## src/common/rtc_alarm_pkg.sv

```systemverilog
// Constants and types shared by the real-time clock alarm and control block.
package rtc_alarm_pkg;

    // ------------------------------------------------------------------
    // Register indices; the byte address is four times the index.
    // ------------------------------------------------------------------
    localparam logic [7:0] IDX_ALARM_SEC = 8'he8;
    localparam logic [7:0] IDX_ALARM_MIN = 8'he9;
    localparam logic [7:0] IDX_ALARM_HOUR = 8'hea;
    localparam logic [7:0] IDX_ALARM_WEEKDAY = 8'heb;
    localparam logic [7:0] IDX_ALARM_EN = 8'hec;
    localparam logic [7:0] IDX_CTRL = 8'hed;
    localparam logic [7:0] IDX_IRQ_MASK = 8'hee;
    localparam logic [7:0] IDX_IRQ_STATUS = 8'hef;
    localparam int ADR_W = 10;

    // ------------------------------------------------------------------
    // Control register fields.
    // ------------------------------------------------------------------
    localparam int CTRL_ALARM = 7;
    localparam int CTRL_INT_EN = 6;
    localparam int CTRL_BCD = 5;
    localparam int CTRL_CLK_SEL = 4;
    localparam int CTRL_MAINS_RATE = 3;
    localparam int CTRL_WAKE = 1;
    localparam int CTRL_UNLOCK = 0;

    // ------------------------------------------------------------------
    // Alarm enable and interrupt fields, reset values.
    // ------------------------------------------------------------------
    localparam int EN_SEC = 0;
    localparam int EN_MIN = 1;
    localparam int EN_HOUR = 2;
    localparam int EN_WEEKDAY = 3;
    localparam int NUM_FIELDS = 4;
    localparam int IRQ_ALARM = 0;
    localparam int IRQ_WAKE = 1;
    localparam logic [7:0] RESET_BYTE = 8'h00;
    localparam logic [3:0] RESET_NIBBLE = 4'h0;
    localparam logic [1:0] RESET_IRQ = 2'h0;

    // ------------------------------------------------------------------
    // Prescaler divisors in source edges per second.
    // ------------------------------------------------------------------
    localparam logic [15:0] DIV_XTAL = 16'h8000;
    localparam logic [15:0] DIV_MAINS_60 = 16'h003c;
    localparam logic [15:0] DIV_MAINS_50 = 16'h0032;

    typedef enum logic [0:0] {
        BUS_IDLE = 1'b0,
        BUS_ACK = 1'b1
    } bus_state_t;

endpackage

```

## src/core/rtc_tick_gen.sv

```systemverilog
// Seconds prescaler fed by the crystal or mains input pin.
module rtc_tick_gen (
    // Clock and reset
    input wire logic i_clk,
    input wire logic i_rst_n,
    // Time source pins
    input wire logic i_xtal,
    input wire logic i_mains,
    // Control
    input wire logic i_clk_sel,
    input wire logic i_mains_rate,
    input wire logic i_clear,
    input wire logic i_run,
    // Tick out
    output logic o_tick
);
    import rtc_alarm_pkg::*;

    logic [2:0] xtal_sync;
    logic [2:0] mains_sync;
    logic [15:0] count;
    logic [15:0] divisor;
    logic edge_seen;

    // Only the second and third stages are looked at.
    always_ff @(posedge i_clk) begin
        xtal_sync <= {xtal_sync[1:0], i_xtal};
        mains_sync <= {mains_sync[1:0], i_mains};
    end

    assign divisor = i_clk_sel ? (i_mains_rate ? DIV_MAINS_50 : DIV_MAINS_60) : DIV_XTAL;
    assign edge_seen = i_clk_sel ? (mains_sync[1] & ~mains_sync[2]) : (xtal_sync[1] & ~xtal_sync[2]);

    always_ff @(posedge i_clk) begin
        if (!i_rst_n || i_clear) begin
            count <= 16'h0000;
            o_tick <= 1'b0;
        end else begin
            o_tick <= 1'b0;
            if (edge_seen && i_run) begin
                if (count == divisor - 16'h0001) begin
                    count <= 16'h0000;
                    o_tick <= 1'b1;
                end else begin
                    count <= count + 16'h0001;
                end
            end
        end
    end
endmodule

```

## src/core/rtc_alarm_match.sv

```systemverilog
// Compares the enabled alarm set points with the current time.
module rtc_alarm_match (
    // Set points and enables
    input wire logic [7:0] i_alarm_sec,
    input wire logic [7:0] i_alarm_min,
    input wire logic [7:0] i_alarm_hour,
    input wire logic [3:0] i_alarm_weekday,
    input wire logic [3:0] i_enables,
    // Current time
    input wire logic [7:0] i_now_sec,
    input wire logic [7:0] i_now_min,
    input wire logic [7:0] i_now_hour,
    input wire logic [7:0] i_now_weekday,
    // Result
    output logic o_match
);
    import rtc_alarm_pkg::*;

    logic [NUM_FIELDS-1:0] field_ok;
    logic [NUM_FIELDS-1:0] field_eq;

    assign field_eq[EN_SEC] = (i_alarm_sec == i_now_sec);
    assign field_eq[EN_MIN] = (i_alarm_min == i_now_min);
    assign field_eq[EN_HOUR] = (i_alarm_hour == i_now_hour);
    assign field_eq[EN_WEEKDAY] = ({4'h0, i_alarm_weekday} == i_now_weekday);

    // A disabled field never blocks a match.
    genvar g;
    generate
        for (g = 0; g < NUM_FIELDS; g = g + 1) begin : g_field
            assign field_ok[g] = ~i_enables[g] | field_eq[g];
        end
    endgenerate

    assign o_match = (|i_enables) & (&field_ok);
endmodule

```

## src/core/rtc_alarm_ctrl.sv

```systemverilog
// Top of the real-time clock alarm, alarm enable and control/status registers.
//
// Chosen here: register access over Wishbone.

module rtc_alarm_ctrl (
    // Clock and resets
    input wire logic I_CLOCK,
    input wire logic I_RST_N,
    input wire logic I_PWR_ON_N,
    // Wishbone slave
    input wire logic I_WB_CYC,
    input wire logic I_WB_STB,
    input wire logic I_WB_WE,
    input wire logic [rtc_alarm_pkg::ADR_W-1:0] I_WB_ADR,
    input wire logic [3:0] I_WB_SEL,
    input wire logic [31:0] I_WB_DAT,
    output logic [31:0] O_WB_DAT,
    output logic O_WB_ACK,
    // Time source pins
    input wire logic I_XTAL,
    input wire logic I_MAINS,
    // Current time from the counters
    input wire logic I_COUNT_STEP,
    input wire logic [7:0] I_NOW_SEC,
    input wire logic [7:0] I_NOW_MIN,
    input wire logic [7:0] I_NOW_HOUR,
    input wire logic [7:0] I_NOW_WEEKDAY,
    input wire logic I_SLEEPING,
    // Counter and oscillator control
    output logic O_SECOND_TICK,
    output logic O_COUNT_ENABLE,
    output logic O_BCD_MODE,
    output logic O_OSC_ENABLE,
    output logic O_WAKE_RESET,
    // Interrupt
    output logic O_IRQ
);
    import rtc_alarm_pkg::*;

    // ------------------------------------------------------------------
    // Registers and decode
    // ------------------------------------------------------------------
    bus_state_t bus_state;
    logic [7:0] alarm_seconds;
    logic [7:0] alarm_minutes;
    logic [7:0] alarm_hours;
    logic [3:0] alarm_weekday_value;
    logic [3:0] alarm_enables;
    logic alarm_flag;
    logic int_enable;
    logic bcd_mode;
    logic clk_sel;
    logic mains_rate_select;
    logic sleep_wake_cause;
    logic clock_unlocked;
    logic [1:0] irq_mask;
    logic [1:0] irq_status;
    logic [7:0] idx;
    logic access;
    logic wr_low;
    logic rd;
    logic [7:0] wdat;
    logic [7:0] next_rdata;
    logic match;
    logic lock_event;
    logic alarm_event;
    logic wr_ctrl;
    logic rd_ctrl;

    assign idx = I_WB_ADR[ADR_W-1:2];
    // The answer comes one cycle after the request; access is the taking edge.
    assign access = I_WB_CYC & I_WB_STB & (bus_state == BUS_IDLE);
    assign wr_low = access & I_WB_WE & I_WB_SEL[0];
    assign rd = access & ~I_WB_WE;
    assign wdat = I_WB_DAT[7:0];
    assign wr_ctrl = wr_low & (idx == IDX_CTRL);
    assign rd_ctrl = rd & (idx == IDX_CTRL);

    // ------------------------------------------------------------------
    // Bus handshake
    // ------------------------------------------------------------------
    always_ff @(posedge I_CLOCK) begin
        if (!I_RST_N) begin
            bus_state <= BUS_IDLE;
            O_WB_ACK <= 1'b0;
        end else begin
            case (bus_state)
                BUS_IDLE: begin
                    if (I_WB_CYC && I_WB_STB) begin
                        bus_state <= BUS_ACK;
                        O_WB_ACK <= 1'b1;
                    end
                end
                BUS_ACK: begin
                    bus_state <= BUS_IDLE;
                    O_WB_ACK <= 1'b0;
                end
                default: begin
                    bus_state <= BUS_IDLE;
                    O_WB_ACK <= 1'b0;
                end
            endcase
        end
    end

    // ------------------------------------------------------------------
    // Read data
    // ------------------------------------------------------------------
    always_comb begin
        next_rdata = RESET_BYTE;
        case (idx)
            IDX_ALARM_SEC: begin
                next_rdata = alarm_seconds;
            end
            IDX_ALARM_MIN: begin
                next_rdata = alarm_minutes;
            end
            IDX_ALARM_HOUR: begin
                next_rdata = alarm_hours;
            end
            IDX_ALARM_WEEKDAY: begin
                next_rdata = {4'h0, alarm_weekday_value};
            end
            IDX_ALARM_EN: begin
                next_rdata = {4'h0, alarm_enables};
            end
            IDX_CTRL: begin
                next_rdata[CTRL_ALARM] = alarm_flag;
                next_rdata[CTRL_INT_EN] = int_enable;
                next_rdata[CTRL_BCD] = bcd_mode;
                next_rdata[CTRL_CLK_SEL] = clk_sel;
                next_rdata[CTRL_MAINS_RATE] = mains_rate_select;
                next_rdata[CTRL_WAKE] = sleep_wake_cause;
                next_rdata[CTRL_UNLOCK] = clock_unlocked;
            end
            IDX_IRQ_MASK: begin
                next_rdata = {6'h00, irq_mask};
            end
            IDX_IRQ_STATUS: begin
                next_rdata = {6'h00, irq_status};
            end
            default: begin
                next_rdata = RESET_BYTE;
            end
        endcase
    end

    always_ff @(posedge I_CLOCK) begin
        if (!I_RST_N) begin
            O_WB_DAT <= 32'h00000000;
        end else if (rd) begin
            O_WB_DAT <= {24'h000000, next_rdata};
        end else begin
            O_WB_DAT <= 32'h00000000;
        end
    end

    // ------------------------------------------------------------------
    // Alarm set points
    // ------------------------------------------------------------------
    // The system reset is not applied here, so a wake-up reset keeps the alarm time.
    always_ff @(posedge I_CLOCK) begin
        if (!I_PWR_ON_N) begin
            alarm_seconds <= RESET_BYTE;
            alarm_minutes <= RESET_BYTE;
            alarm_hours <= RESET_BYTE;
        end else if (wr_low) begin
            if (idx == IDX_ALARM_SEC) begin
                alarm_seconds <= wdat;
            end
            if (idx == IDX_ALARM_MIN) begin
                alarm_minutes <= wdat;
            end
            if (idx == IDX_ALARM_HOUR) begin
                alarm_hours <= wdat;
            end
        end
    end

    always_ff @(posedge I_CLOCK) begin
        if (!I_PWR_ON_N) begin
            alarm_weekday_value <= RESET_NIBBLE;
        end else if (wr_low && idx == IDX_ALARM_WEEKDAY && clock_unlocked) begin
            alarm_weekday_value <= wdat[3:0];
        end
    end

    // ------------------------------------------------------------------
    // Alarm enables
    // ------------------------------------------------------------------
    always_ff @(posedge I_CLOCK) begin
        if (!I_RST_N) begin
            alarm_enables <= RESET_NIBBLE;
        end else if (wr_low && idx == IDX_ALARM_EN) begin
            alarm_enables <= wdat[3:0];
        end
    end

    // ------------------------------------------------------------------
    // Control fields
    // ------------------------------------------------------------------
    always_ff @(posedge I_CLOCK) begin
        if (!I_RST_N) begin
            int_enable <= 1'b0;
            clock_unlocked <= 1'b0;
        end else if (wr_ctrl) begin
            int_enable <= wdat[CTRL_INT_EN];
            clock_unlocked <= wdat[CTRL_UNLOCK];
        end
    end

    // Coding and source selection only fall back on power-up.
    always_ff @(posedge I_CLOCK) begin
        if (!I_PWR_ON_N) begin
            bcd_mode <= 1'b0;
            clk_sel <= 1'b0;
            mains_rate_select <= 1'b0;
        end else if (wr_ctrl) begin
            bcd_mode <= wdat[CTRL_BCD];
            clk_sel <= wdat[CTRL_CLK_SEL];
            mains_rate_select <= wdat[CTRL_MAINS_RATE];
        end
    end

    // ------------------------------------------------------------------
    // Alarm evaluation
    // ------------------------------------------------------------------
    rtc_alarm_match u_match (
        .i_alarm_sec(alarm_seconds),
        .i_alarm_min(alarm_minutes),
        .i_alarm_hour(alarm_hours),
        .i_alarm_weekday(alarm_weekday_value),
        .i_enables(alarm_enables),
        .i_now_sec(I_NOW_SEC),
        .i_now_min(I_NOW_MIN),
        .i_now_hour(I_NOW_HOUR),
        .i_now_weekday(I_NOW_WEEKDAY),
        .o_match(match)
    );

    assign lock_event = wr_ctrl & clock_unlocked & ~wdat[CTRL_UNLOCK];
    assign alarm_event = (I_COUNT_STEP | lock_event) & match;

    // A new alarm in the same cycle as the clearing read wins over the read.
    always_ff @(posedge I_CLOCK) begin
        if (!I_PWR_ON_N) begin
            alarm_flag <= 1'b0;
        end else if (alarm_event) begin
            alarm_flag <= 1'b1;
        end else if (rd_ctrl) begin
            alarm_flag <= 1'b0;
        end
    end

    always_ff @(posedge I_CLOCK) begin
        if (!I_PWR_ON_N) begin
            sleep_wake_cause <= 1'b0;
        end else if (alarm_event && I_SLEEPING) begin
            sleep_wake_cause <= 1'b1;
        end else if (rd_ctrl) begin
            sleep_wake_cause <= 1'b0;
        end
    end

    always_ff @(posedge I_CLOCK) begin
        if (!I_RST_N) begin
            O_WAKE_RESET <= 1'b0;
        end else begin
            O_WAKE_RESET <= alarm_event & I_SLEEPING;
        end
    end

    // ------------------------------------------------------------------
    // Interrupt status and mask
    // ------------------------------------------------------------------
    always_ff @(posedge I_CLOCK) begin
        if (!I_RST_N) begin
            irq_mask <= RESET_IRQ;
        end else if (wr_low && idx == IDX_IRQ_MASK) begin
            irq_mask <= wdat[1:0];
        end
    end

    always_ff @(posedge I_CLOCK) begin
        if (!I_RST_N) begin
            irq_status <= RESET_IRQ;
        end else begin
            if (alarm_event && int_enable) begin
                irq_status[IRQ_ALARM] <= 1'b1;
            end else if (rd_ctrl || (rd && idx == IDX_IRQ_STATUS)) begin
                irq_status[IRQ_ALARM] <= 1'b0;
            end
            if (alarm_event && I_SLEEPING) begin
                irq_status[IRQ_WAKE] <= 1'b1;
            end else if (rd && idx == IDX_IRQ_STATUS) begin
                irq_status[IRQ_WAKE] <= 1'b0;
            end
        end
    end

    always_ff @(posedge I_CLOCK) begin
        if (!I_RST_N) begin
            O_IRQ <= 1'b0;
        end else begin
            O_IRQ <= |(irq_status & irq_mask);
        end
    end

    // ------------------------------------------------------------------
    // Counter and oscillator control
    // ------------------------------------------------------------------
    rtc_tick_gen u_tick (
        .i_clk(I_CLOCK),
        .i_rst_n(I_RST_N),
        .i_xtal(I_XTAL),
        .i_mains(I_MAINS),
        .i_clk_sel(clk_sel),
        .i_mains_rate(mains_rate_select),
        .i_clear(wr_ctrl),
        .i_run(~clock_unlocked),
        .o_tick(O_SECOND_TICK)
    );

    always_ff @(posedge I_CLOCK) begin
        if (!I_RST_N) begin
            O_COUNT_ENABLE <= 1'b0;
            O_BCD_MODE <= 1'b0;
            O_OSC_ENABLE <= 1'b0;
        end else begin
            O_COUNT_ENABLE <= ~clock_unlocked;
            O_BCD_MODE <= bcd_mode;
            O_OSC_ENABLE <= ~clk_sel;
        end
    end
endmodule

```

## config.mk

```make
export PLATFORM = sky130hd
export DESIGN_NAME = rtc_alarm_ctrl
export DESIGN_NICKNAME = d
export VERILOG_FILES = /design/src/common/rtc_alarm_pkg.sv /design/src/core/rtc_tick_gen.sv /design/src/core/rtc_alarm_match.sv /design/src/core/rtc_alarm_ctrl.sv
export SDC_FILE = /design/constraint.sdc
export NUM_CORES = 1
export LEC_CHECK = 0
export ABC_AREA = 1
export BUFFER_PORTS_ARGS = -buffer_cell sky130_fd_sc_hd__buf_2
export CAP_MARGIN = 20
export CORE_ASPECT_RATIO = 1.2
export CORE_UTILIZATION = 30
export CTS_CLUSTER_DIAMETER = 100
export DETAILED_ROUTE_END_ITERATION = 8
export HOLD_SLACK_MARGIN = 0.03
export PLACE_DENSITY = 0.64
export SLEW_MARGIN = 25
export SYNTH_ARGS = -nofsm -noshare
export SYNTH_HDL_FRONTEND = slang
export SYNTH_SLANG_ARGS = --single-unit
```

## constraint.sdc

```tcl
create_clock -name I_CLOCK -period 2.1 [get_ports I_CLOCK]
set_input_delay 0.21 -clock I_CLOCK [delete_from_list [all_inputs] [get_ports I_CLOCK]]
set_output_delay 0.21 -clock I_CLOCK [all_outputs]
set_load 0.03 [all_outputs]
```

==> metrics.md, run 1 <==
| Metric | Value |
|---|---|
| Grt total ovfl | 0 |
| Tmin final | roughly 1.9 ns |
| Core footprint | approximately 0.015 mm2 |
| Global Route Usage Sum | around 16% |
| Die H | between 100 and 150 um |
| Seq/Total Area, Yosys | 35.9% |
| Maxcap violations | 0 |
| DRT antenna net count | 0 |
| Fin Hold WS | 0.112 ns |
| IO buf count | 73 |
| Startpoint Class | flop |
| Average wire per standard cell | ~13 um |
| Initial Util | approximately 31% |
| Clk slew on worst S/H paths | around 0.060 ns |
| Die area | 0.0155 mm2 |
| CP peak stage delay | ~0.38 ns |
| Required @ worst endpoint | around 2.3 ns |
| Cell Count, Final, Fillers Out | 930 |
| Final hold viol count | 0 |
| Final nets | approximately 820 |
| Cells after Synth | around 640 |
| Cts bufs inserted | 9 |
| Finish-stage setup viols | 0 |
| CTS tree | done |
| Syn_area_per_cell | 7.02 um2 |
| Root Driver | clkbuf_16 |
| Vias in the first global route | approximately 3800 |
| Worst IR Drop VDD | ~0.29 mV |
| DRT Pass-1 Iters | 4 |
| Longest Clk Path Bufs | 2 |
| RSZ-0062 raised after global routing | false |
| Crit-path max FO | 6 |
| Commonest non-fill, non-tap cells in the layout | nand2_1 (130), nor2_1 (88), dfxtp_1 (79) |
| CTS sink count | 81 |
| Leak | between 0.002 and 0.0025 uW |
| Power Total | 3450 uW |
| Worst setup path class | reg -> reg |
| Io pins | ~130 |
| Post-Syn Area | approximately 0.0045 mm2 |
| Largest net degree at the start of global routing | 30 |
| Die X | 114 um |
| Setup bufs post-CTS | 0 |
| Slowest-stage cell, CP | dfxtp_4 |
| Detail Placement HPWL | between 9000 and 10000 um |
| DR vias | ~4200 |
| Worst path cell trace | nand2_4 -> ha_4 -> nand2_2 -> inv_2 -> ha_4 -> inv_1 -> nand2_1 -> a21oi_1 -> nand4_1 -> nor2_2 -> nand4_4 -> nand2_2 -> nor2_1 |
| Vias per inst | ~4.5 |
| H-tree Lvls | 3 |
| Crit path DAT | 2.17 ns |
| Status | finished clean |
| Initial antenna violation count | 0 |
| Post-synthesis register bit count | a little over 80 |
| Final Skew | 0.00625 ns |
| Endpoint class of the critical path | flop |
| Period utilization | just over 90% |
| Commonest non-fill, non-tap cell in the layout | nand2_1 |
| Syn. warnings | 0 |
| Global-route wire length before repair | just under 20000 um |
| Drt total wl | 12000 um |
| Placer Congestion | slightly above 0.9 |
| Fmax | about 0.52 GHz |
| # diodes | 0 |
| DRC | 0 |
| Max-slew violation count | 0 |
| Cells after DPL | about 910 |
| Hold Path Class | in -> reg |
| Layout cells sized above 1 | about a fifth |
| Netlist cell types | 45 |
| Clk_lat worst skew | between 0.3 and 0.4 ns |
| Syn-to-layout area delta | 20.1% |
| Drt initial violations | between 200 and 250 |
| Power per Cell Area | around 640 mW/mm2 |
| Row count | between 40 and 50 |
[synth_stat cells (all sizes together)]
cell type  count  area, um2
nand2        142        583
nor2         101        450
inv           86        325
dfxtp         81       1620
o21ai         53        269
a21oi         34        174
buf           28        219
nand3         19        118
nand4         16        143
nor3          15       75.1
xnor2         15        131
xor2           9       78.8
a221oi         7       61.3
o22ai          7       43.8
clkbuf         6       25.0
a211oi         4       30.0
ha             4       50.1
nand3b         3       22.5
clkinv         2       10.0
nor4           2       12.5
o31ai          2       20.0
a31oi          1       6.26
a41oi          1       8.76
conb           1       3.75
nor3b          1       7.51
o2111ai        1       8.76
o21a           1       7.51
or2            1       6.26
[worst paths after layout]
check / startpoint / depth (start not counted) / slack, ns / to
worst min register to register: u_tick.mains_sync[0] / 0 / 0.33 / u_tick.mains_sync[1]
worst min-delay path: I_WB_STB / 3 / 0.11 / O_WB_ACK
worst max register to register: clk_sel / 13 / 0.17 / u_tick.count[10]
worst max-delay path: clk_sel / 13 / 0.17 / u_tick.count[10]
[per-stage QoR]
step                setup TNS, ns  utilization, %  setup WS, ns  cell area [um2]
finish                          0            37.3         0.169             5420
global route                    0            37.3       0.00472             5420
CTS                             0            36.8        0.0547             5350
detailed placement        -0.0801            34.6       -0.0208             5030
global placement                0            34.6        0.0309             5030
floorplan                       0               -        0.0128             4600
[power breakdown]
part           total [uW]  switching (uW)  internal, uW
combinational         287             199          87.9
clock                1600             629           976
sequential           1560            6.93          1550
[critical path, delay by kind of cell, from the launching register on]
kind / cells / cell delay [ns]
buf+inv: 2 / 0.11
flops: 1 / 0.38
simple gates: 8 / 0.86
compound gates: 1 / 0.12
fa+ha+maj: 2 / 0.33
[registers in the layout, indices dropped and copies added, names as in the netlist, 2 cells and up]
name                 count
u_tick.mains_sync        3
alarm_hours              8
alarm_minutes            8
alarm_seconds            8
irq_status               2
u_tick.count            16
O_WB_DAT                 8
u_tick.xtal_sync         3
alarm_enables            4
alarm_weekday_value      4
irq_mask                 2
[layout make-up]
cell class                      instances  area (um2)
Clock buffer                           12         256
Clock inverter                          3        40.0
Fill cell                            1608        9120
Inverter                               88         340
Multi-Input combinational cell        464        2460
Sequential cell                        81        1630
Tap cell                              200         250
Timing Repair Buffer                   82         445
[metal layers]
layer | global-route usage (%) | up-vias | share of wire, %
met5 | 0 | - | 0
met4 | 8.30 | 0 | 2.6
met3 | 3.08 | 23 | 4.4
met2 | 27.5 | 104 | 49
met1 | 19.9 | 1901 | 44
li1 | - | 2199 | -
[repair_timing]
action                                  4_1_cts  5_1_grt
endpoints found under the hold margin         2        0
gates resized for setup                       2       16
pin swaps                                     0        4
hold buffers                                  2        0
endpoints found under the setup margin       11       15
cloned                                        0        1
[cells by family after synthesis]
logic type	share of synthesized area, %
and+or+nand+nor	31.4
buffers and inverters	12.8
AOI/OAI and AO/OA	13.9
DFF	35.9
xor gates and xnor gates	4.66
adders and majority gates	1.11
other	0.0831
Note: power is estimated with default switching activity, not from simulation.
==> run 2, diff against run 1 <==
- CORE_UTILIZATION: 30 -> 48
- PLACE_DENSITY: 0.64 -> 0.77
==> metrics.md, run 2 (synthesis results as in run 1) <==
| Metric | Value |
|---|---|
| Die H | 108 um (-21%) |
| Vias in the first global route | 4210 (+11%) |
| Worst IR Drop VDD | 0.460 mV (+61%) |
| DRT met1 WL | 4750 um (-11%) |
| Placed Area | 0.00493 mm2 (-2.0%) |
| Status | finished clean |
| Initial antenna violation count | 0 (unchanged) |
| Critical path's top delay family | simple AND/OR/NAND/NOR gates |
| Clk_lat worst skew | 0.36 ns (+0.02 ns) |
| Root Driver | clkbuf_8 |
| Hold Path Class | in -> reg |
| Global Route Usage Sum | 24.5% (+8.1 points) |
| # diodes | 0 (unchanged) |
| Leak | 0.00229 uW (-1.8%) |
| Die area | 0.00979 mm2 (-37%) |
| Final hold viol count | 0 (unchanged) |
| Drt initial violations | 232 (+6.9%) |
| Finish-stage setup viols | 0 (unchanged) |
| Final nets | 818 (unchanged) |
| Initial Util | 49.7% (+19 points) |
| Clk slew on worst S/H paths | 0.09 ns (+0.03 ns) |
| Final instance area | 0.00525 mm2 (-3.1%) |
| DRT Pass-1 Iters | 5 (+1) |
| Maxcap violations | 0 (unchanged) |
| Max reg flops | 16 (unchanged) |
| Final Skew | 0.0102 ns (+0.00399 ns) |
| Global-route wire length before repair | 19100 um (-1.0%) |
| Crit path DAT | 2.21 ns (+0.04 ns) |
| IO buf count | 73 (unchanged) |
| Average wire per standard cell | 13.4 um (+3.1%) |
| Commonest non-fill, non-tap cell in the layout | nand2_1 |
| Vias per inst | 5.11 (+13%) |
| Register with the most flip-flops | u_tick.count |
| Layout cells sized above 1 | 20.4% (+0.11 points) |
| WL met2 | 5610 um (-4.0%) |
| Placer Congestion | 0.927 (unchanged) |
| CTS tree | done |
| Row count | 38 (-21%) |
| Max-slew violation count | 0 (unchanged) |
| Met3 WL | 676 um (+29%) |
| Io pins | 127 (unchanged) |
| Drt total wl | 11400 um (-5.6%) |
| Final Worst Setup Slack | 0.155 ns (-0.0141 ns) |
| Tmin final | 1.95 ns (+0.0141 ns) |
| Worst path cell trace | buf_8 -> inv_2 -> nand2_2 -> inv_2 -> ha_4 -> nand2_1 -> inv_1 -> nor2_1 -> nand4_1 -> nor2_1 -> nand4_2 -> buf_6 -> o21ai_0 -> nor2_1 |
| Worst setup path class | reg -> reg |
| Layout Utilization | 57.8% (+21 points) |
| DRT antenna net count | 0 (unchanged) |
| Startpoint Class | flop |
| DRC | 0 (unchanged) |
| H-tree Lvls | 3 (unchanged) |
| Highest metal used | met4 |
| CTS sink count | 81 (unchanged) |
| DP Worst Slack | -0.00435 ns (+0.0165 ns) |
| Fmax | 0.514 GHz (-0.72%) |
| Die X | 90.5 um (-21%) |
| Longest Clk Path Bufs | 2 (unchanged) |
| CP peak stage delay | 0.37 ns (about the same) |
| CP bufs+invs | 5 (+3) |
| Power per Cell Area | 617 mW/mm2 (-3.0%) |
| Detail Placement HPWL | 8970 um (-6.0%) |
| DR vias | 4352 (+3.0%) |
| Cells after DPL | 832 (-8.8%) |
| Cell Count, Final, Fillers Out | 851 (-8.5%) |
| Commonest non-fill, non-tap cells in the layout | nand2_1 (129), nor2_1 (90), dfxtp_1 (79) |
| Slowest-stage cell, CP | dfxtp_4 |
| Cell mode on critical path | nor2_1 |
| Power Total | 3240 uW (-6.0%) |
| Largest net degree at the start of global routing | 30 (unchanged) |
| Core footprint | 0.00908 mm2 (-38%) |
| Grt total ovfl | 0 (unchanged) |
| Cts bufs inserted | 9 (unchanged) |
| Period utilization | 92.6% (+0.67 points) |
| Crit-path max FO | 10 (+4) |
| Syn-to-layout area delta | 16.4% |
| Endpoint class of the critical path | flop |
| Required @ worst endpoint | 2.36 ns (+0.02 ns) |
[run 2: stage by stage]
step,hold slack (ns),setup TNS [ns]
after floorplan,0.238,0
after global placement,0.315,0
after detailed placement,0.313,-0.00435
after CTS,0.0986,0
after global routing,0.107,-0.00325
final,0.103,0
[run 2: power by group]
part | internal [uW] | switching (uW) | leakage, uW
logic | 87.8 | 195 | 0.00152
clock network | 797 | 607 | 0.000117
registers | 1550 | 7.88 | 0.000657
total | 2430 | 810 | 0.00229
[run 2: path summary, 6_finish.rpt]
check                                         start                   to  slack, ns  cells after the start
worst max-delay path                        clk_sel     u_tick.count[15]       0.15                     14
worst min-delay path                       I_WB_STB             O_WB_ACK       0.10                      3
worst max register to register              clk_sel     u_tick.count[15]       0.15                     14
worst min register to register  u_tick.xtal_sync[0]  u_tick.xtal_sync[1]       0.34                      0
[run 2: final cells by class]
type,instances,area [um2]
multi-input combinational,463,2440
tap,120,150
sequential,81,1630
inverter,88,335
clock inverter,6,115
clock buffer,10,128
timing repair buffer,83,457
fill,880,3830
[run 2: worst min-delay path: cells and delay by family]
family	cells	cell delay, ns
buf+inv	1	0.09
simple gates	1	0.07
compound gates	1	0.05
[run 2: per-layer routing]
metal	track usage, %	up-vias
met4	13.0	0
met3	3.73	25
li1	-	2191
met5	0	-
met1	28.7	1959
met2	43.1	177
[run 2: what timing repair did]
item	CTS	global route
gates cloned	0	0
buffers inserted	0	1
gates resized for setup	1	15
endpoints found under the hold margin	2	0
hold buffers	2	0
pin swaps	0	4
setup endpoints to repair	8	16
